[src/verilog/cfs_pkg.sv]
// Purpose: Shared constants and types of the CAN fault and wake supervisor.
// Assumes: The core clock runs at 100 MHz.
// Notes:   Every interval is kept in microseconds; cycle counts are derived here.
`default_nettype none
package cfs_pkg;

    // ************************************************************
    // Time base and interval targets
    // ************************************************************
    localparam int CLK_NS        = 10;
    localparam int CW            = 20;
    localparam int WAKE_FILT_US  = 20;
    localparam int SLEEP_HOLD_US = 20;
    localparam int FAST_REC_US   = 30;
    localparam int F3_DET_US     = 30;
    localparam int F6_DET_US     = 200;
    localparam int F6_REC_US     = 400;
    localparam int F47_DET_US    = 2000;
    localparam int LP_DET_US     = 4000;
    localparam int LP_REC_US     = 4000;
    localparam int TXD_TMO_US    = 2000;

    // Cycle counts; each target sits well inside its window.
    localparam int WAKE_FILT_CNT  = WAKE_FILT_US * 1000 / CLK_NS;
    localparam int SLEEP_HOLD_CNT = SLEEP_HOLD_US * 1000 / CLK_NS;
    localparam int FAST_REC_CNT   = FAST_REC_US * 1000 / CLK_NS;
    localparam int F3_DET_CNT     = F3_DET_US * 1000 / CLK_NS;
    localparam int F6_DET_CNT     = F6_DET_US * 1000 / CLK_NS;
    localparam int F6_REC_CNT     = F6_REC_US * 1000 / CLK_NS;
    localparam int F47_DET_CNT    = F47_DET_US * 1000 / CLK_NS;
    localparam int LP_DET_CNT     = LP_DET_US * 1000 / CLK_NS;
    localparam int LP_REC_CNT     = LP_REC_US * 1000 / CLK_NS;
    localparam int TXD_TMO_CNT    = TXD_TMO_US * 1000 / CLK_NS;

    // Edge-count difference thresholds.
    localparam logic [3:0] EDGE_SET = 4'h3;
    localparam logic [3:0] EDGE_CLR = 4'h1;

    // ************************************************************
    // Register map
    // ************************************************************
    localparam logic [7:0]  ADDR_CTRL   = 8'h00;
    localparam logic [7:0]  ADDR_STATUS = 8'h04;
    localparam logic [31:0] CTRL_RST    = 32'h0000_0007;

    typedef struct packed {
        logic [28:0] rsvd;
        logic        edge_mon_en;
        logic        local_wake_en;
        logic        bus_wake_en;
    } cfs_ctrl_t;

    typedef struct packed {
        logic [18:0] rsvd;
        logic [3:0]  mode;
        logic        sleep;
        logic        pwon;
        logic        wake;
        logic        tx_timeout;
        logic        fail_125;
        logic [3:0]  fail;    // Bits 3..0: failures 7, 6, 4, 3.
    } cfs_status_t;

    typedef struct packed {
        logic       psel;
        logic       penable;
        logic       pwrite;
        logic [7:0] paddr;
        logic [31:0] pwdata;
    } cfs_apb_req_t;

    // Pins from the analog side and the protocol controller.
    typedef struct packed {
        logic       txd;
        logic       standby_sel_n;
        logic       mode_en;
        logic       wake_n;
        logic       canh_dom;
        logic       canl_dom;
        logic       bat_low;
        logic [3:0] fault_cond;  // Bits 3..0: failures 7, 6, 4, 3.
    } cfs_pins_t;

    localparam logic [10:0] PIN_RST = 11'h480;

    typedef enum logic [3:0] {
        MODE_NORMAL  = 4'b0001,
        MODE_VSTBY   = 4'b0010,
        MODE_GOSLEEP = 4'b0100,
        MODE_LOWP    = 4'b1000
    } cfs_mode_t;

endpackage
`default_nettype wire

[src/verilog/cfs_persist_timer.sv]
// Purpose: Persistence timer: a flag follows its condition after a hold time.
// Assumes: Condition is already synchronous to core_clk.
// Notes:   The count that applies depends on the flag's present state.
`timescale 1ns/100ps
`default_nettype none
module cfs_persist_timer
    import cfs_pkg::*;
(
    // Clock and reset.
    input  wire logic          core_clk,
    input  wire logic          resetn,
    // Condition and limits.
    input  wire logic          en,
    input  wire logic          cond,
    input  wire logic [CW-1:0] det_cnt,
    input  wire logic [CW-1:0] rec_cnt,
    // Result.
    output logic               flag
);
    logic [CW-1:0] cnt;
    logic [CW-1:0] next_cnt;
    logic          next_flag;
    logic [CW-1:0] limit;

    // Count while the condition disagrees with the flag; any agreement rearms.
    always_comb begin
        limit     = flag ? rec_cnt : det_cnt;
        next_cnt  = '0;
        next_flag = flag;
        if (!en) begin
            next_flag = 1'b0;
        end else if (cond != flag) begin
            if (cnt >= limit - CW'(1)) begin
                next_flag = cond;
            end else begin
                next_cnt = cnt + CW'(1);
            end
        end
    end

    always_ff @(posedge core_clk or negedge resetn) begin
        if (!resetn) begin
            cnt  <= '0;
            flag <= 1'b0;
        end else begin
            cnt  <= next_cnt;
            flag <= next_flag;
        end
    end
endmodule // cfs_persist_timer
`default_nettype wire

[src/verilog/cfs_supervisor.sv]
// Purpose: Wake filtering, bus failure timing, TXD timeout and mode control.
// Assumes: Analog comparators deliver fault conditions as asynchronous levels.
// Notes:   APB slave with zero wait states; pready is always high.
//
// The address map and register access over APB are this design's own decisions.
`timescale 1ns/100ps
`default_nettype none
module cfs_supervisor
    import cfs_pkg::*;
#(
    parameter logic [CW-1:0] F6_DET  = CW'(F6_DET_CNT),
    parameter logic [CW-1:0] F6_REC  = CW'(F6_REC_CNT),
    parameter logic [CW-1:0] F47_DET = CW'(F47_DET_CNT),
    parameter logic [CW-1:0] LP_DET  = CW'(LP_DET_CNT),
    parameter logic [CW-1:0] LP_REC  = CW'(LP_REC_CNT),
    parameter logic [CW-1:0] TXD_TMO = CW'(TXD_TMO_CNT)
) (
    // Clock and reset.
    input  wire logic                  core_clk,
    input  wire logic                  resetn,
    // APB slave.
    input  wire cfs_pkg::cfs_apb_req_t apb_req,
    output logic [31:0]                prdata,
    output logic                       pready,
    output logic                       pslverr,
    // Device pins.
    input  wire cfs_pkg::cfs_pins_t    pins_in,
    output logic                       fault_flag_n,
    output logic                       regulator_switch_out,
    output logic                       bus_drive_dom
);
    import cfs_pkg::*;

    // ************************************************************
    // Pin synchronisers
    // ************************************************************
    logic [10:0] sync1;
    logic [10:0] sync2;
    logic [10:0] sync3;
    logic [10:0] clean_bits;
    logic [10:0] next_clean;
    cfs_pins_t   pin;
    // A bit moves only once the second and third stages agree, so a
    // single-cycle glitch that escapes the first stage is not taken.
    always_comb begin
        next_clean = (~(sync2 ^ sync3) & sync3) | ((sync2 ^ sync3) & clean_bits);
    end
    always_ff @(posedge core_clk or negedge resetn) begin
        if (!resetn) begin
            sync1      <= PIN_RST;
            sync2      <= PIN_RST;
            sync3      <= PIN_RST;
            clean_bits <= PIN_RST;
        end else begin
            sync1      <= pins_in;
            sync2      <= sync1;
            sync3      <= sync2;
            clean_bits <= next_clean;
        end
    end
    assign pin = cfs_pins_t'(clean_bits);

    // ************************************************************
    // Mode decode
    // ************************************************************
    cfs_mode_t mode;
    cfs_mode_t next_mode;
    logic      normal;
    logic      lowp;
    // Standby select and enable pins pick the operating mode.
    always_comb begin
        case ({pin.standby_sel_n, pin.mode_en})
            2'b11:   next_mode = MODE_NORMAL;
            2'b10:   next_mode = MODE_VSTBY;
            2'b01:   next_mode = MODE_GOSLEEP;
            2'b00:   next_mode = MODE_LOWP;
            default: next_mode = MODE_LOWP;
        endcase
    end
    always_ff @(posedge core_clk or negedge resetn) begin
        if (!resetn) begin
            mode <= MODE_LOWP;
        end else begin
            mode <= next_mode;
        end
    end
    assign normal = (mode == MODE_NORMAL);
    assign lowp   = !normal;

    // ************************************************************
    // Control register
    // ************************************************************
    cfs_ctrl_t ctrl;
    cfs_ctrl_t next_ctrl;
    logic      apb_wr;
    logic      apb_setup;
    assign apb_setup = apb_req.psel && !apb_req.penable;
    assign apb_wr    = apb_req.psel && apb_req.penable && apb_req.pwrite;
    assign pready    = 1'b1;
    // Only the three enable bits take a write; the rest stay zero.
    always_comb begin
        next_ctrl = ctrl;
        if (apb_wr && apb_req.paddr == ADDR_CTRL) begin
            next_ctrl      = '0;
            next_ctrl[2:0] = apb_req.pwdata[2:0];
        end
    end
    always_ff @(posedge core_clk or negedge resetn) begin
        if (!resetn) begin
            ctrl <= cfs_ctrl_t'(CTRL_RST);
        end else begin
            ctrl <= next_ctrl;
        end
    end

    // ************************************************************
    // Wire failure timers (3, 4, 6, 7)
    // ************************************************************
    logic [CW-1:0] det_sel [4];
    logic [CW-1:0] rec_sel [4];
    logic [3:0]    fail_en;
    logic [3:0]    fail;
    // Low power uses one slow pair for 3, 4 and 7; failure 6 is
    // watched only in normal mode.
    always_comb begin
        det_sel[0] = lowp ? LP_DET : CW'(F3_DET_CNT);
        rec_sel[0] = lowp ? LP_REC : CW'(FAST_REC_CNT);
        det_sel[1] = lowp ? LP_DET : F47_DET;
        rec_sel[1] = lowp ? LP_REC : CW'(FAST_REC_CNT);
        det_sel[2] = F6_DET;
        rec_sel[2] = F6_REC;
        det_sel[3] = lowp ? LP_DET : F47_DET;
        rec_sel[3] = lowp ? LP_REC : CW'(FAST_REC_CNT);
        fail_en    = {1'b1, normal, 1'b1, 1'b1};
    end
    for (genvar i = 0; i < 4; i++) begin : g_fail
        cfs_persist_timer u_fail (
            .core_clk (core_clk),
            .resetn   (resetn),
            .en       (fail_en[i]),
            .cond     (pin.fault_cond[i]),
            .det_cnt  (det_sel[i]),
            .rec_cnt  (rec_sel[i]),
            .flag     (fail[i])
        );
    end

    // ************************************************************
    // Edge-count comparison (failures 1, 2, 5)
    // ************************************************************
    logic              canh_q;
    logic              canl_q;
    logic signed [3:0] edge_diff;
    logic signed [3:0] next_diff;
    logic [3:0]        edge_mag;
    logic              fail_125;
    logic              next_f125;
    logic              edge_on;
    assign edge_on  = normal && ctrl.edge_mon_en;
    assign edge_mag = edge_diff[3] ? 4'(-edge_diff) : 4'(edge_diff);
    // An edge on one line without the other moves the difference; it is
    // clamped at the set threshold so recovery needs only two edges.
    always_comb begin
        next_diff = edge_diff;
        next_f125 = fail_125;
        if (!edge_on) begin
            next_diff = '0;
            next_f125 = 1'b0;
        end else begin
            if ((pin.canh_dom != canh_q) && (pin.canl_dom == canl_q) && edge_diff < 4'sd3) begin
                next_diff = edge_diff + 4'sd1;
            end else if ((pin.canl_dom != canl_q) && (pin.canh_dom == canh_q) && edge_diff > -4'sd3) begin
                next_diff = edge_diff - 4'sd1;
            end
            if (edge_mag >= EDGE_SET) begin
                next_f125 = 1'b1;
            end else if (edge_mag <= EDGE_CLR) begin
                next_f125 = 1'b0;
            end
        end
    end
    always_ff @(posedge core_clk or negedge resetn) begin
        if (!resetn) begin
            canh_q    <= 1'b0;
            canl_q    <= 1'b0;
            edge_diff <= '0;
            fail_125  <= 1'b0;
        end else begin
            canh_q    <= pin.canh_dom;
            canl_q    <= pin.canl_dom;
            edge_diff <= next_diff;
            fail_125  <= next_f125;
        end
    end

    // ************************************************************
    // Wake filters, sleep hold and TXD timeout
    // ************************************************************
    logic bus_wake;
    logic local_wake;
    logic sleep_ok;
    logic tx_timeout;
    cfs_persist_timer u_bus_wake (
        .core_clk (core_clk),
        .resetn   (resetn),
        .en       (lowp && ctrl.bus_wake_en),
        .cond     (pin.canh_dom || pin.canl_dom),
        .det_cnt  (CW'(WAKE_FILT_CNT)),
        .rec_cnt  (CW'(1)),
        .flag     (bus_wake)
    );
    cfs_persist_timer u_local_wake (
        .core_clk (core_clk),
        .resetn   (resetn),
        .en       (lowp && ctrl.local_wake_en),
        .cond     (!pin.wake_n),
        .det_cnt  (CW'(WAKE_FILT_CNT)),
        .rec_cnt  (CW'(1)),
        .flag     (local_wake)
    );
    cfs_persist_timer u_sleep_hold (
        .core_clk (core_clk),
        .resetn   (resetn),
        .en       (1'b1),
        .cond     (mode == MODE_GOSLEEP),
        .det_cnt  (CW'(SLEEP_HOLD_CNT)),
        .rec_cnt  (CW'(1)),
        .flag     (sleep_ok)
    );
    // Recovery count of one cycle rearms the timer as soon as TXD is recessive.
    cfs_persist_timer u_txd_tmo (
        .core_clk (core_clk),
        .resetn   (resetn),
        .en       (1'b1),
        .cond     (!pin.txd),
        .det_cnt  (TXD_TMO),
        .rec_cnt  (CW'(1)),
        .flag     (tx_timeout)
    );

    // ************************************************************
    // Flags and pin outputs
    // ************************************************************
    logic wake_pend;
    logic pwon_flag;
    logic sleep_st;
    logic next_wake;
    logic next_pwon;
    logic next_sleep;
    logic next_err_n;
    logic next_drive;
    // Sets are gated off in normal mode, so a release there always holds;
    // elsewhere a set wins, except that a wake (next_wake) clears sleep even while sleep_ok is set.
    always_comb begin
        next_wake  = (wake_pend && !normal) || ((bus_wake || local_wake) && !normal);
        next_pwon  = (pwon_flag && !normal) || (pin.bat_low && !normal);
        next_sleep = (sleep_st || sleep_ok) && !normal && !next_wake;
        next_drive = normal && !tx_timeout && !pin.txd;
        case (mode)
            MODE_NORMAL:  next_err_n = !(|fail || fail_125);
            MODE_VSTBY:   next_err_n = !pwon_flag;
            MODE_LOWP:    next_err_n = sleep_st || !wake_pend;
            MODE_GOSLEEP: next_err_n = 1'b1;
            default:      next_err_n = 1'b1;
        endcase
    end
    always_ff @(posedge core_clk or negedge resetn) begin
        if (!resetn) begin
            wake_pend            <= 1'b0;
            pwon_flag            <= 1'b0;
            sleep_st             <= 1'b0;
            fault_flag_n         <= 1'b1;
            bus_drive_dom        <= 1'b0;
            regulator_switch_out <= 1'b1;
        end else begin
            wake_pend            <= next_wake;
            pwon_flag            <= next_pwon;
            sleep_st             <= next_sleep;
            fault_flag_n         <= next_err_n;
            bus_drive_dom        <= next_drive;
            regulator_switch_out <= !next_sleep;
        end
    end

    // ************************************************************
    // APB read path
    // ************************************************************
    cfs_status_t status;
    logic [31:0] next_rdata;
    logic        next_err;
    // Read data is captured in the setup cycle and stands in the access cycle.
    always_comb begin
        status            = '{rsvd: '0, mode: mode, sleep: sleep_st, pwon: pwon_flag, wake: wake_pend,
                              tx_timeout: tx_timeout, fail_125: fail_125, fail: fail};
        next_rdata        = prdata;
        next_err          = pslverr;
        if (apb_setup) begin
            next_err   = 1'b0;
            next_rdata = 32'h0000_0000;
            case (apb_req.paddr)
                ADDR_CTRL:   next_rdata = ctrl;
                ADDR_STATUS: next_rdata = status;
                default:     next_err   = 1'b1;
            endcase
        end
    end
    always_ff @(posedge core_clk or negedge resetn) begin
        if (!resetn) begin
            prdata  <= 32'h0000_0000;
            pslverr <= 1'b0;
        end else begin
            prdata  <= next_rdata;
            pslverr <= next_err;
        end
    end
endmodule // cfs_supervisor
`default_nettype wire
[config.mk]
export PLATFORM = sky130hd
export DESIGN_NAME = cfs_supervisor
export DESIGN_NICKNAME = d
export VERILOG_FILES = /design/src/verilog/cfs_pkg.sv /design/src/verilog/cfs_persist_timer.sv /design/src/verilog/cfs_supervisor.sv
export SDC_FILE = /design/constraint.sdc
export NUM_CORES = 1
export LEC_CHECK = 0
export BUFFER_PORTS_ARGS = -buffer_cell sky130_fd_sc_hd__buf_2
export CORE_UTILIZATION = 65
export CTS_BUF_LIST = sky130_fd_sc_hd__clkbuf_2
export DETAILED_ROUTE_END_ITERATION = 16
export PLACE_DENSITY = 0.82
export SLEW_MARGIN = 0
export SYNTH_ARGS = -nofsm -noshare
export SYNTH_HDL_FRONTEND = slang
export SYNTH_HIERARCHICAL = 1
export SYNTH_SLANG_ARGS = --single-unit
[constraint.sdc]
create_clock -name core_clk -period 4.7 [get_ports core_clk]
set_clock_uncertainty 0.2 [all_clocks]
set_input_delay 0.235 -clock core_clk [delete_from_list [all_inputs] [get_ports core_clk]]
set_output_delay 0.235 -clock core_clk [all_outputs]
set_load 0.02 [all_outputs]
==> out/results.txt, run 1 <==
The flow ran to the end, but the final reports show violations. The final reports fail on design-rule violations. The tools report the count of different cell masters after synthesis as 88. STA classifies the critical path endpoint as a flip-flop. In this run the cell area measured after placement is 22700 sq um. In this design, the stage delay of the slowest critical-path cell is 0.74 ns. The setup-violating endpoint count in the final report came out at 0. The tools report the total count of hold-check failures in the final report as 0. Internal power comes to 2980 uW. The floorplan has 64 rows.

The share of Yosys cell area claimed by the top area cell type was 28.8%; the detailed-route wire length was 41800 um. The sequential cell area in the final layout was 6170 sq um; the horizontal extent of the die was 178 um. Final global-route overflow total: 0. The total of buffers placed on input and output ports was 43. In the post-synthesis netlist, the cell with the most instances is sky130_fd_sc_hd__nor2_1. The first global-routing pass estimated 71900 um of wire. Area of the die: 31700 sq um. Entering global routing, the biggest net connects 104 pins. The tools report the sequential fraction of the synthesis area as 30.7%. For this design, the sink count on the clock tree is 246. The analysis attributes to cell leakage a power of 0.0109 uW. Synthesis produced 2154 cells. Buffers inserted during post-CTS setup optimization: 0. Overall power consumption after layout is estimated at 4330 uW. Clock latency on the worst-skew pair, taken at its later pin, is 0.89 ns. Count of TritonRoute iterations in the first routing pass: 11.

Average instance area after synthesis: 9.34 sq um. The core box area was 30500 sq um. The area overhead of the layout relative to synthesis was 18.0%; the count of flip-flops with a built-in enable after synthesis was 0. Of all nets on the critical path, the largest fanout is 20. The congestion estimate from routability-driven global placement came to 0.822. Final hold analysis gives a worst-case slack of 0.142 ns. The multi-input combinational cells in the finished layout cover a total of 15400 sq um. The most used flip-flop cell after synthesis is sky130_fd_sc_hd__dfrtp_1.

For the worst setup path, the data required time is 5.24 ns. The worst path needs 4.43 ns of the cycle, external delays included. The clock transition at the registers of the reported paths is 0.11 ns. The violation count after the first detailed-route iteration is 745. The signal on the critical path passes through or4b_1, buf_4, or3_1, a222oi_1, buf_4, nand3_1, xnor2_1, ha_1, and2_0, a221o_1, a21oi_1, o2111ai_1, buf_4, nor2_1.

Detailed placement ended at an HPWL of 30200 um. The worst hold path was traced through 0 stages. Most frequent cell on the critical path: sky130_fd_sc_hd__buf_4.

The number of clock buffers added by TritonCTS is 68. Number of DRC violations after detailed routing: 1. After synthesis, the most frequently instantiated cells are sky130_fd_sc_hd__nor2_1, sky130_fd_sc_hd__dfrtp_1, sky130_fd_sc_hd__ha_1. Summed over all failing endpoints, the final setup total negative slack is 0 ns. After synthesis the cells add up to 20100 sq um. Across the run, the number of max-cap violations was 0. The Yosys step of the flow raised 6 warnings.

The logs give 1 for the number of antenna violations at the first check in global routing and 1350 uW for the switching power. In this run the power density over the cells is 183 nW/um^2. The routed layout has 16518 vias.

The number of synthesized register bits is 246, and the H-tree depth is 3. The number of pins with negative max-slew slack in the final report was 0; the final cell count without fillers was 3268. Measured along the y axis, the die boundary spans 178 um. The number of placed I/O pins was 93; the worst supply voltage drop on vdd was 0.211 mV.

The root buffer cell was sky130_fd_sc_hd__clkbuf_2. The logs give 66.0% for the effective utilization at floorplan and 3112 for the number of placed instances, taps included. The buffer levels on the longest clock path is 3, and the global router's overall resource usage is 27.6%. Setup repair after global routing left no endpoint under its margin.

The worst hold path class is flip-flop to flip-flop. The final layout contains 3068 nets. At the pin with the least slew margin, the transition time is 0.981 ns. After filler insertion, the fill cell instance count of the layout stands at 2110.

The routed length per instance came out at 12.8 um. The number of global-route vias before repair came out at 16308. For the worst flop-to-flop path, the logic depth is 14. Summed over all instances, the cell type with the most area after synthesis is sky130_fd_sc_hd__dfrtp_1. The tools report the startpoint kind of the worst setup timing path as a flip-flop. TritonCTS built the clock tree. In the synthesized netlist the async set-or-reset flop fraction comes to 100%. The tools report the final non-filler cell area as 23700 sq um. The clock network accounts for 34.1% of the total power.

For this design, the slowest cell found on the critical path is sky130_fd_sc_hd__or4b_1. The run gives 50.6% as the sequential share of power. The tools report the power share of the combinational group as 15.2%. Data arrival time of the critical path: 4.98 ns.

After synthesis, the cell types taking the most area are sky130_fd_sc_hd__dfrtp_1, sky130_fd_sc_hd__ha_1, sky130_fd_sc_hd__mux2i_1. The critical path is of the flip-flop to flip-flop type. The final period utilization was 94.3%. For this run, the top clock speed supported by timing is 0.226 GHz. The post-route netlist has 9.33% of its cells at a drive strength greater than 1. Count of nets left with antenna violations after detail routing: 0. The number of vias per cell after detailed routing was 5.05; the switching part of the total power was 31.2%. Worst slew slack as a fraction of its limit: 33.6%.
-- through the flow --
step	utilization (%)	setup slack, ns
after floorplan	-	0.554
after global placement	74.5	0.442
after detailed placement	74.5	0.343
after CTS	77.8	0.304
after global routing	77.8	0.0204
final	77.8	0.267
-- cell usage in the layout (no fill, tap or decap), types with 13 or more instances in the layout --
| cell | Yosys | final |
|---|---|---|
| sky130_fd_sc_hd__nor4_1 | 13 | 13 |
| sky130_fd_sc_hd__dfstp_2 | 14 | 14 |
| sky130_fd_sc_hd__or3b_1 | 22 | 22 |
| sky130_fd_sc_hd__a211oi_1 | 13 | 13 |
| sky130_fd_sc_hd__nand3_1 | 83 | 83 |
| sky130_fd_sc_hd__inv_1 | 49 | 49 |
| sky130_fd_sc_hd__a21o_1 | 13 | 13 |
| sky130_fd_sc_hd__nand4_1 | 48 | 48 |
| sky130_fd_sc_hd__nor3_2 | 13 | 13 |
| sky130_fd_sc_hd__xnor2_1 | 161 | 161 |
| sky130_fd_sc_hd__conb_1 | 2 | 564 |
| sky130_fd_sc_hd__nor3b_2 | 20 | 20 |
| sky130_fd_sc_hd__xor2_1 | 166 | 166 |
| sky130_fd_sc_hd__nor3_1 | 66 | 66 |
| sky130_fd_sc_hd__and4_1 | 23 | 23 |
| sky130_fd_sc_hd__nor2_1 | 270 | 270 |
| sky130_fd_sc_hd__o21ai_0 | 32 | 32 |
| sky130_fd_sc_hd__ha_1 | 181 | 181 |
| sky130_fd_sc_hd__dfrtp_1 | 232 | 231 |
| sky130_fd_sc_hd__a21oi_1 | 60 | 60 |
| sky130_fd_sc_hd__or3_1 | 25 | 25 |
| sky130_fd_sc_hd__and3_1 | 33 | 33 |
| sky130_fd_sc_hd__clkinv_1 | 0 | 14 |
| sky130_fd_sc_hd__clkbuf_2 | 0 | 90 |
| sky130_fd_sc_hd__nand2b_1 | 22 | 22 |
| sky130_fd_sc_hd__dlygate4sd3_1 | 0 | 43 |
| sky130_fd_sc_hd__mux2i_1 | 156 | 156 |
| sky130_fd_sc_hd__buf_4 | 21 | 30 |
| sky130_fd_sc_hd__nand2_1 | 145 | 145 |
| sky130_fd_sc_hd__buf_2 | 12 | 42 |
-- final timing paths --
| kind | startpoint | end | slack (ns) |
|---|---|---|---|
| worst max-delay path | mode[1] | g_fail[1].u_fail/cnt[10] | 0.27 |
| worst min-delay path | sync1[6] | sync2[6] | 0.14 |
| worst max register to register | mode[1] | g_fail[1].u_fail/cnt[10] | 0.27 |
| worst min register to register | sync1[6] | sync2[6] | 0.14 |
| max in group asynchronous | resetn | g_fail[1].u_fail/cnt[12] | 3.36 |
| min in group asynchronous | resetn | regulator_switch_out | 0.32 |
-- power groups by stage --
stage               logic, uW  registers [uW]  clock network [uW]
floorplan                 471            2230                   0
global placement          579            2230                   0
detailed placement        605            2240                   0
CTS                       637            2200                1540
global route              760            2200                1660
finish                    661            2200                1480
-- timing repair --
action / 4_1_cts / 5_1_grt
endpoints found under the setup margin: 0 / 0
hold buffers: 44 / 0
endpoints found under the hold margin: 263 / 0
gates resized for setup: 0 / 0
-- area by class of cell --
type / instances / area share [%]
antenna: 1 / 0.0105
clock buffer: 90 / 1.90
clock inverter: 21 / 0.469
inverter: 50 / 0.843
multi-input combinational: 2346 / 64.8
sequential: 246 / 26.0
tap: 396 / 2.09
timing repair buffer: 118 / 3.91
-- cells by family after synthesis --
group	after synthesis	synth area share [%]
AND/OR/NAND/NOR	861	22.7
buffers and inverters	124	3.38
adder cells (fa/ha/maj)	193	11.9
other	2	0.0373
multiplexers	169	8.52
XOR/XNOR	327	14.2
AO/OA/AOI/OAI	232	8.55
flip-flops	246	30.7
-- critical path, delay by kind of cell, from the launching register on --
kind | cells | cell delay (ns)
buffers and inverters | 3 | 0.73
AO/OA/AOI/OAI | 4 | 0.94
adder cells (fa/ha/maj) | 1 | 0.26
XOR/XNOR | 1 | 0.20
flip-flops | 1 | 0.43
AND/OR/NAND/NOR | 5 | 1.56
-- registers in the layout, summed over array words and instances (netlist names), 11 cells and up, named ones only --
register,cells
u_bus_wake/cnt,20
u_local_wake/cnt,20
sync3,11
u_sleep_hold/cnt,20
u_txd_tmo/cnt,20
sync1,11
g_fail.u_fail/cnt,80
prdata,13
sync2,11
-- routing by layer --
metal / global-route usage [%] / routed length (um) / up-vias
li1: - / - / 8512
met1: 33.2 / 18300 / 7674
met2: 48.7 / 21000 / 250
met3: 5.03 / 1530 / 82
met4: 10.3 / 1050 / 0
met5: 0 / 0 / -
Note: power is estimated with default switching activity, not from simulation.
==> run 2: changes to the inputs <==
CORE_ASPECT_RATIO = 1.75   (was default)
==> run 2 against run 1 <==
Compared with the run above:
- the run now ends clean
- sequential share of layout area fell by 0.094 points
- register-to-register slack improved by 0.35 ns
- combinational power barely moved
- utilization rose by 0.90 points
- die area barely moved
- setup slack improved by 0.35 ns
- design area rose by 0.36%
- wire length rose by 2.2%
- hold slack got worse by 0.011 ns
- non-clock buffer count rose by 2
- via count rose by 2.0%
- critical path type unchanged
- largest power group unchanged
- highest routed layer unchanged
==> out/results.txt, run 2 (synthesis results as in run 1) <==
For the setup-violating endpoint count in the final report, the log shows 0 (unchanged). The hold-critical path endpoint is sync2[8]. The total count of hold-check failures in the final report was 0 (unchanged); the maximum clock frequency was 0.245 GHz (+8.7%). The overall power after layout was 4510 uW (+4.1%). The buffer levels on the longest clock path is 3 (unchanged), and the chip height is 235 um (+32%).

The setup slack of the most critical reg-to-reg path was 0.62 ns (+0.35 ns); the core box area was 30300 sq um (-0.79%). The number of placed instances, taps included came out at 3105 (-0.22%). The run gives 2 (-1) as the H-tree depth.

The clock transition at the registers of the reported paths was 0.13 ns (+0.02 ns). For the count of TritonRoute iterations in the first routing pass, the log shows 4 (-7). The slew at the pin closest to its max-slew limit was 0.963 ns (-0.0186 ns); the effective utilization at floorplan was 66.5% (+0.52 points). The run gives 5.28 ns (+0.04 ns) as the required time at the worst-slack endpoint. For the number of global-route vias before repair, the log shows 17195 (+5.4%). The total of buffers placed on input and output ports is 43 (unchanged).

The data arrival time of the critical path was 4.66 ns (-0.32 ns); the number of placed I/O pins was 93 (unchanged). The tools report the final cell count without fillers as 3256 (-0.37%). For the total via count after detailed routing, the log shows 16854 (+2.0%).

The flip-flop count of the largest register after layout is 80 (unchanged), and the floorplan row count is 84 (+31%). The maximum fanout encountered on the critical timing path is 20 (unchanged). The kind of end point of the critical path was a flip-flop. Critical path start-end classification: flip-flop to flip-flop. HPWL after detailed placement: 31700 um (+4.9%).

The clock latency reported for the late side of the worst-skew pair was 0.90 ns (about the same); the global-route track usage on met1 was 29.0% (-4.2 points). Final period utilization: 86.8% (-7.5 points). The total negative slack was 0 ns (unchanged).

The logs give 28.1% (+0.49 points) for the global router's overall resource usage and 0.131 ns (-0.0111 ns) for the worst slack on hold paths. Setup repair after global routing left no endpoint under its margin. The run finished with clean final reports. The startpoint kind of the worst setup timing path is a flip-flop. The total power density per cell area is 189 nW/um^2 (+3.7%). The run gives 3061 (-0.23%) as the final-stage net count.

The count of nets left with antenna violations after detail routing was 0 (unchanged). The routed length per instance was 13.1 um (+2.6%). For the number of pins with negative max-slew slack in the final report, the log shows 0 (unchanged).

The tools report the number of buffers created by CTS as 59 (-13%). The area overhead of the layout relative to synthesis is 18.4%, and the pin count of the biggest net entering global routing is 109 (+4.8%). The max-cap violation count was 0 (unchanged); the area of the die was 31700 sq um (about the same).

Horizontal extent of the die: 135 um (-24%). The count of cells along the worst register-to-register path works out to 13 (-1). The worst reg2reg path startpoint was g_fail[2].u_fail/flag. After global routing, the most crowded layer is met2.

The tools report the terminus of the critical flop-to-flop path as g_fail[2].u_fail/cnt[18]. Origin of the worst min-delay path: sync1[8]. The number of clock sinks was 246 (unchanged). The met2 capacity usage during global routing was 54.2% (+5.5 points). For the number of DRC violations after detailed routing, the log shows 0 (-1).

The time the final worst path needs with I/O delays and setup was 4.08 ns (-0.354 ns). The library cell used most frequently in the layout, excluding fill and tap cells, is sky130_fd_sc_hd__conb_1. The number of vias per cell after detailed routing came out at 5.18 (+2.4%). The logs give 3.88% (-1.1 points) for the global routing usage on met3 and 0.237 mV (+12%) for the worst supply voltage drop on vdd. For the final global-route overflow total, the log shows 0 (unchanged).

The worst hold path belongs to the class flip-flop to flip-flop. The violation count after the first detailed-route iteration came out at 553 (-26%). The library cells used most frequently in the layout, excluding fill and tap cells, are sky130_fd_sc_hd__conb_1, sky130_fd_sc_hd__nor2_1, sky130_fd_sc_hd__dfrtp_1. The leakage power total was 0.0109 uW (+0.30%); the cell depth of the worst hold path was 0 (unchanged). CTS placed an instance of sky130_fd_sc_hd__clkbuf_2 at the clock tree root.

TritonCTS built the clock tree. The number of antenna violations at the first check in global routing came out at 1 (unchanged). The worst slew slack as a fraction of its limit is 34.9% (+1.3 points), and the fraction of layout cells with a size suffix above 1 is 9.31% (-0.025 points).

The wire length of the first global-routing pass came out at 73500 um (+2.1%). The final weighted congestion of routability-driven global placement was 0.846 (+2.9%); the detailed-route wire length was 42700 um (+2.2%). Counting flops per register, the top entry is g_fail.u_fail/cnt.
-- run 2: changes by cell type in the layout (fill, tap and decap cells not counted), moves of 2 or more --
| cell | delta |
|---|---|
| sky130_fd_sc_hd__clkbuf_2 | -8 |
| sky130_fd_sc_hd__buf_4 | +2 |
| sky130_fd_sc_hd__bufinv_16 | +4 |
| sky130_fd_sc_hd__inv_2 | -2 |
| sky130_fd_sc_hd__clkinv_2 | +2 |
-- run 2: worst max-delay path: stages, from the launching register on --
cell and delay, ns:
sky130_fd_sc_hd__dfrtp_2 0.59, sky130_fd_sc_hd__nor3b_4 0.32, sky130_fd_sc_hd__o221ai_2 0.17, sky130_fd_sc_hd__or2b_1 0.28
sky130_fd_sc_hd__nor2_1 0.14, sky130_fd_sc_hd__xor2_1 0.17, sky130_fd_sc_hd__mux2i_1 0.10, sky130_fd_sc_hd__ha_1 0.31
sky130_fd_sc_hd__a21oi_1 0.15, sky130_fd_sc_hd__o21ai_0 0.16, sky130_fd_sc_hd__a221oi_1 0.37, sky130_fd_sc_hd__o21ai_1 0.17
sky130_fd_sc_hd__or3_1 0.68, sky130_fd_sc_hd__nor2_1 0.22
-- run 2: timing repair --
item / 4_1_cts / 5_1_grt
hold buffers: 44 / 0
setup endpoints to repair: 0 / 40
gates resized for setup: 0 / 1
endpoints found under the hold margin: 266 / 0
buffers inserted: 0 / 0
-- run 2: how the worst max path moves through the flow --
stage,cells after the start,start,endpoint,slack (ns)
after floorplan,14,mode[3],g_fail[1].u_fail/cnt[10],0.55
after global placement,14,mode[3],g_fail[1].u_fail/cnt[19],0.26
after detailed placement,14,mode[3],g_fail[1].u_fail/cnt[8],0.14
after CTS,14,mode[3],g_fail[1].u_fail/cnt[19],0.18
after global routing,14,mode[3],g_fail[1].u_fail/cnt[12],0.29
final,13,g_fail[2].u_fail/flag,g_fail[2].u_fail/cnt[18],0.62
-- run 2: final cells by class --
type	count	area, sq um
Multi-Input combinational cell	2346	15400
Fill cell	2128	6440
Sequential cell	246	6170
Timing Repair Buffer	120	943
Tap cell	387	484
Clock buffer	82	410
Clock inverter	24	230
Inverter	50	200
Antenna cell	1	2.50
-- run 2: per-layer routing --
metal  wire length [um]  up-vias  part of all wire, %
li1                   -     8486                    -
met4               1570        0                  3.7
met2              23300      247                   54
met5                  0        -                    0
met3               1270      116                  3.0
met1              16600     8005                   39
-- run 2: metrics by stage --
step	util (%)	setup slack [ns]	instance area (sq um)
CTS	78.7	0.183	23800
global route	78.7	0.287	23800
finish	78.7	0.621	23800
detailed placement	75.1	0.143	22700
global placement	75.1	0.264	22700
floorplan	-	0.554	22200
-- run 2: power by group --
group	switching [uW]	total (uW)	internal, uW
clock network	906	1660	752
registers	33.9	2190	2160
logic	407	658	250
total	1350	4510	3160
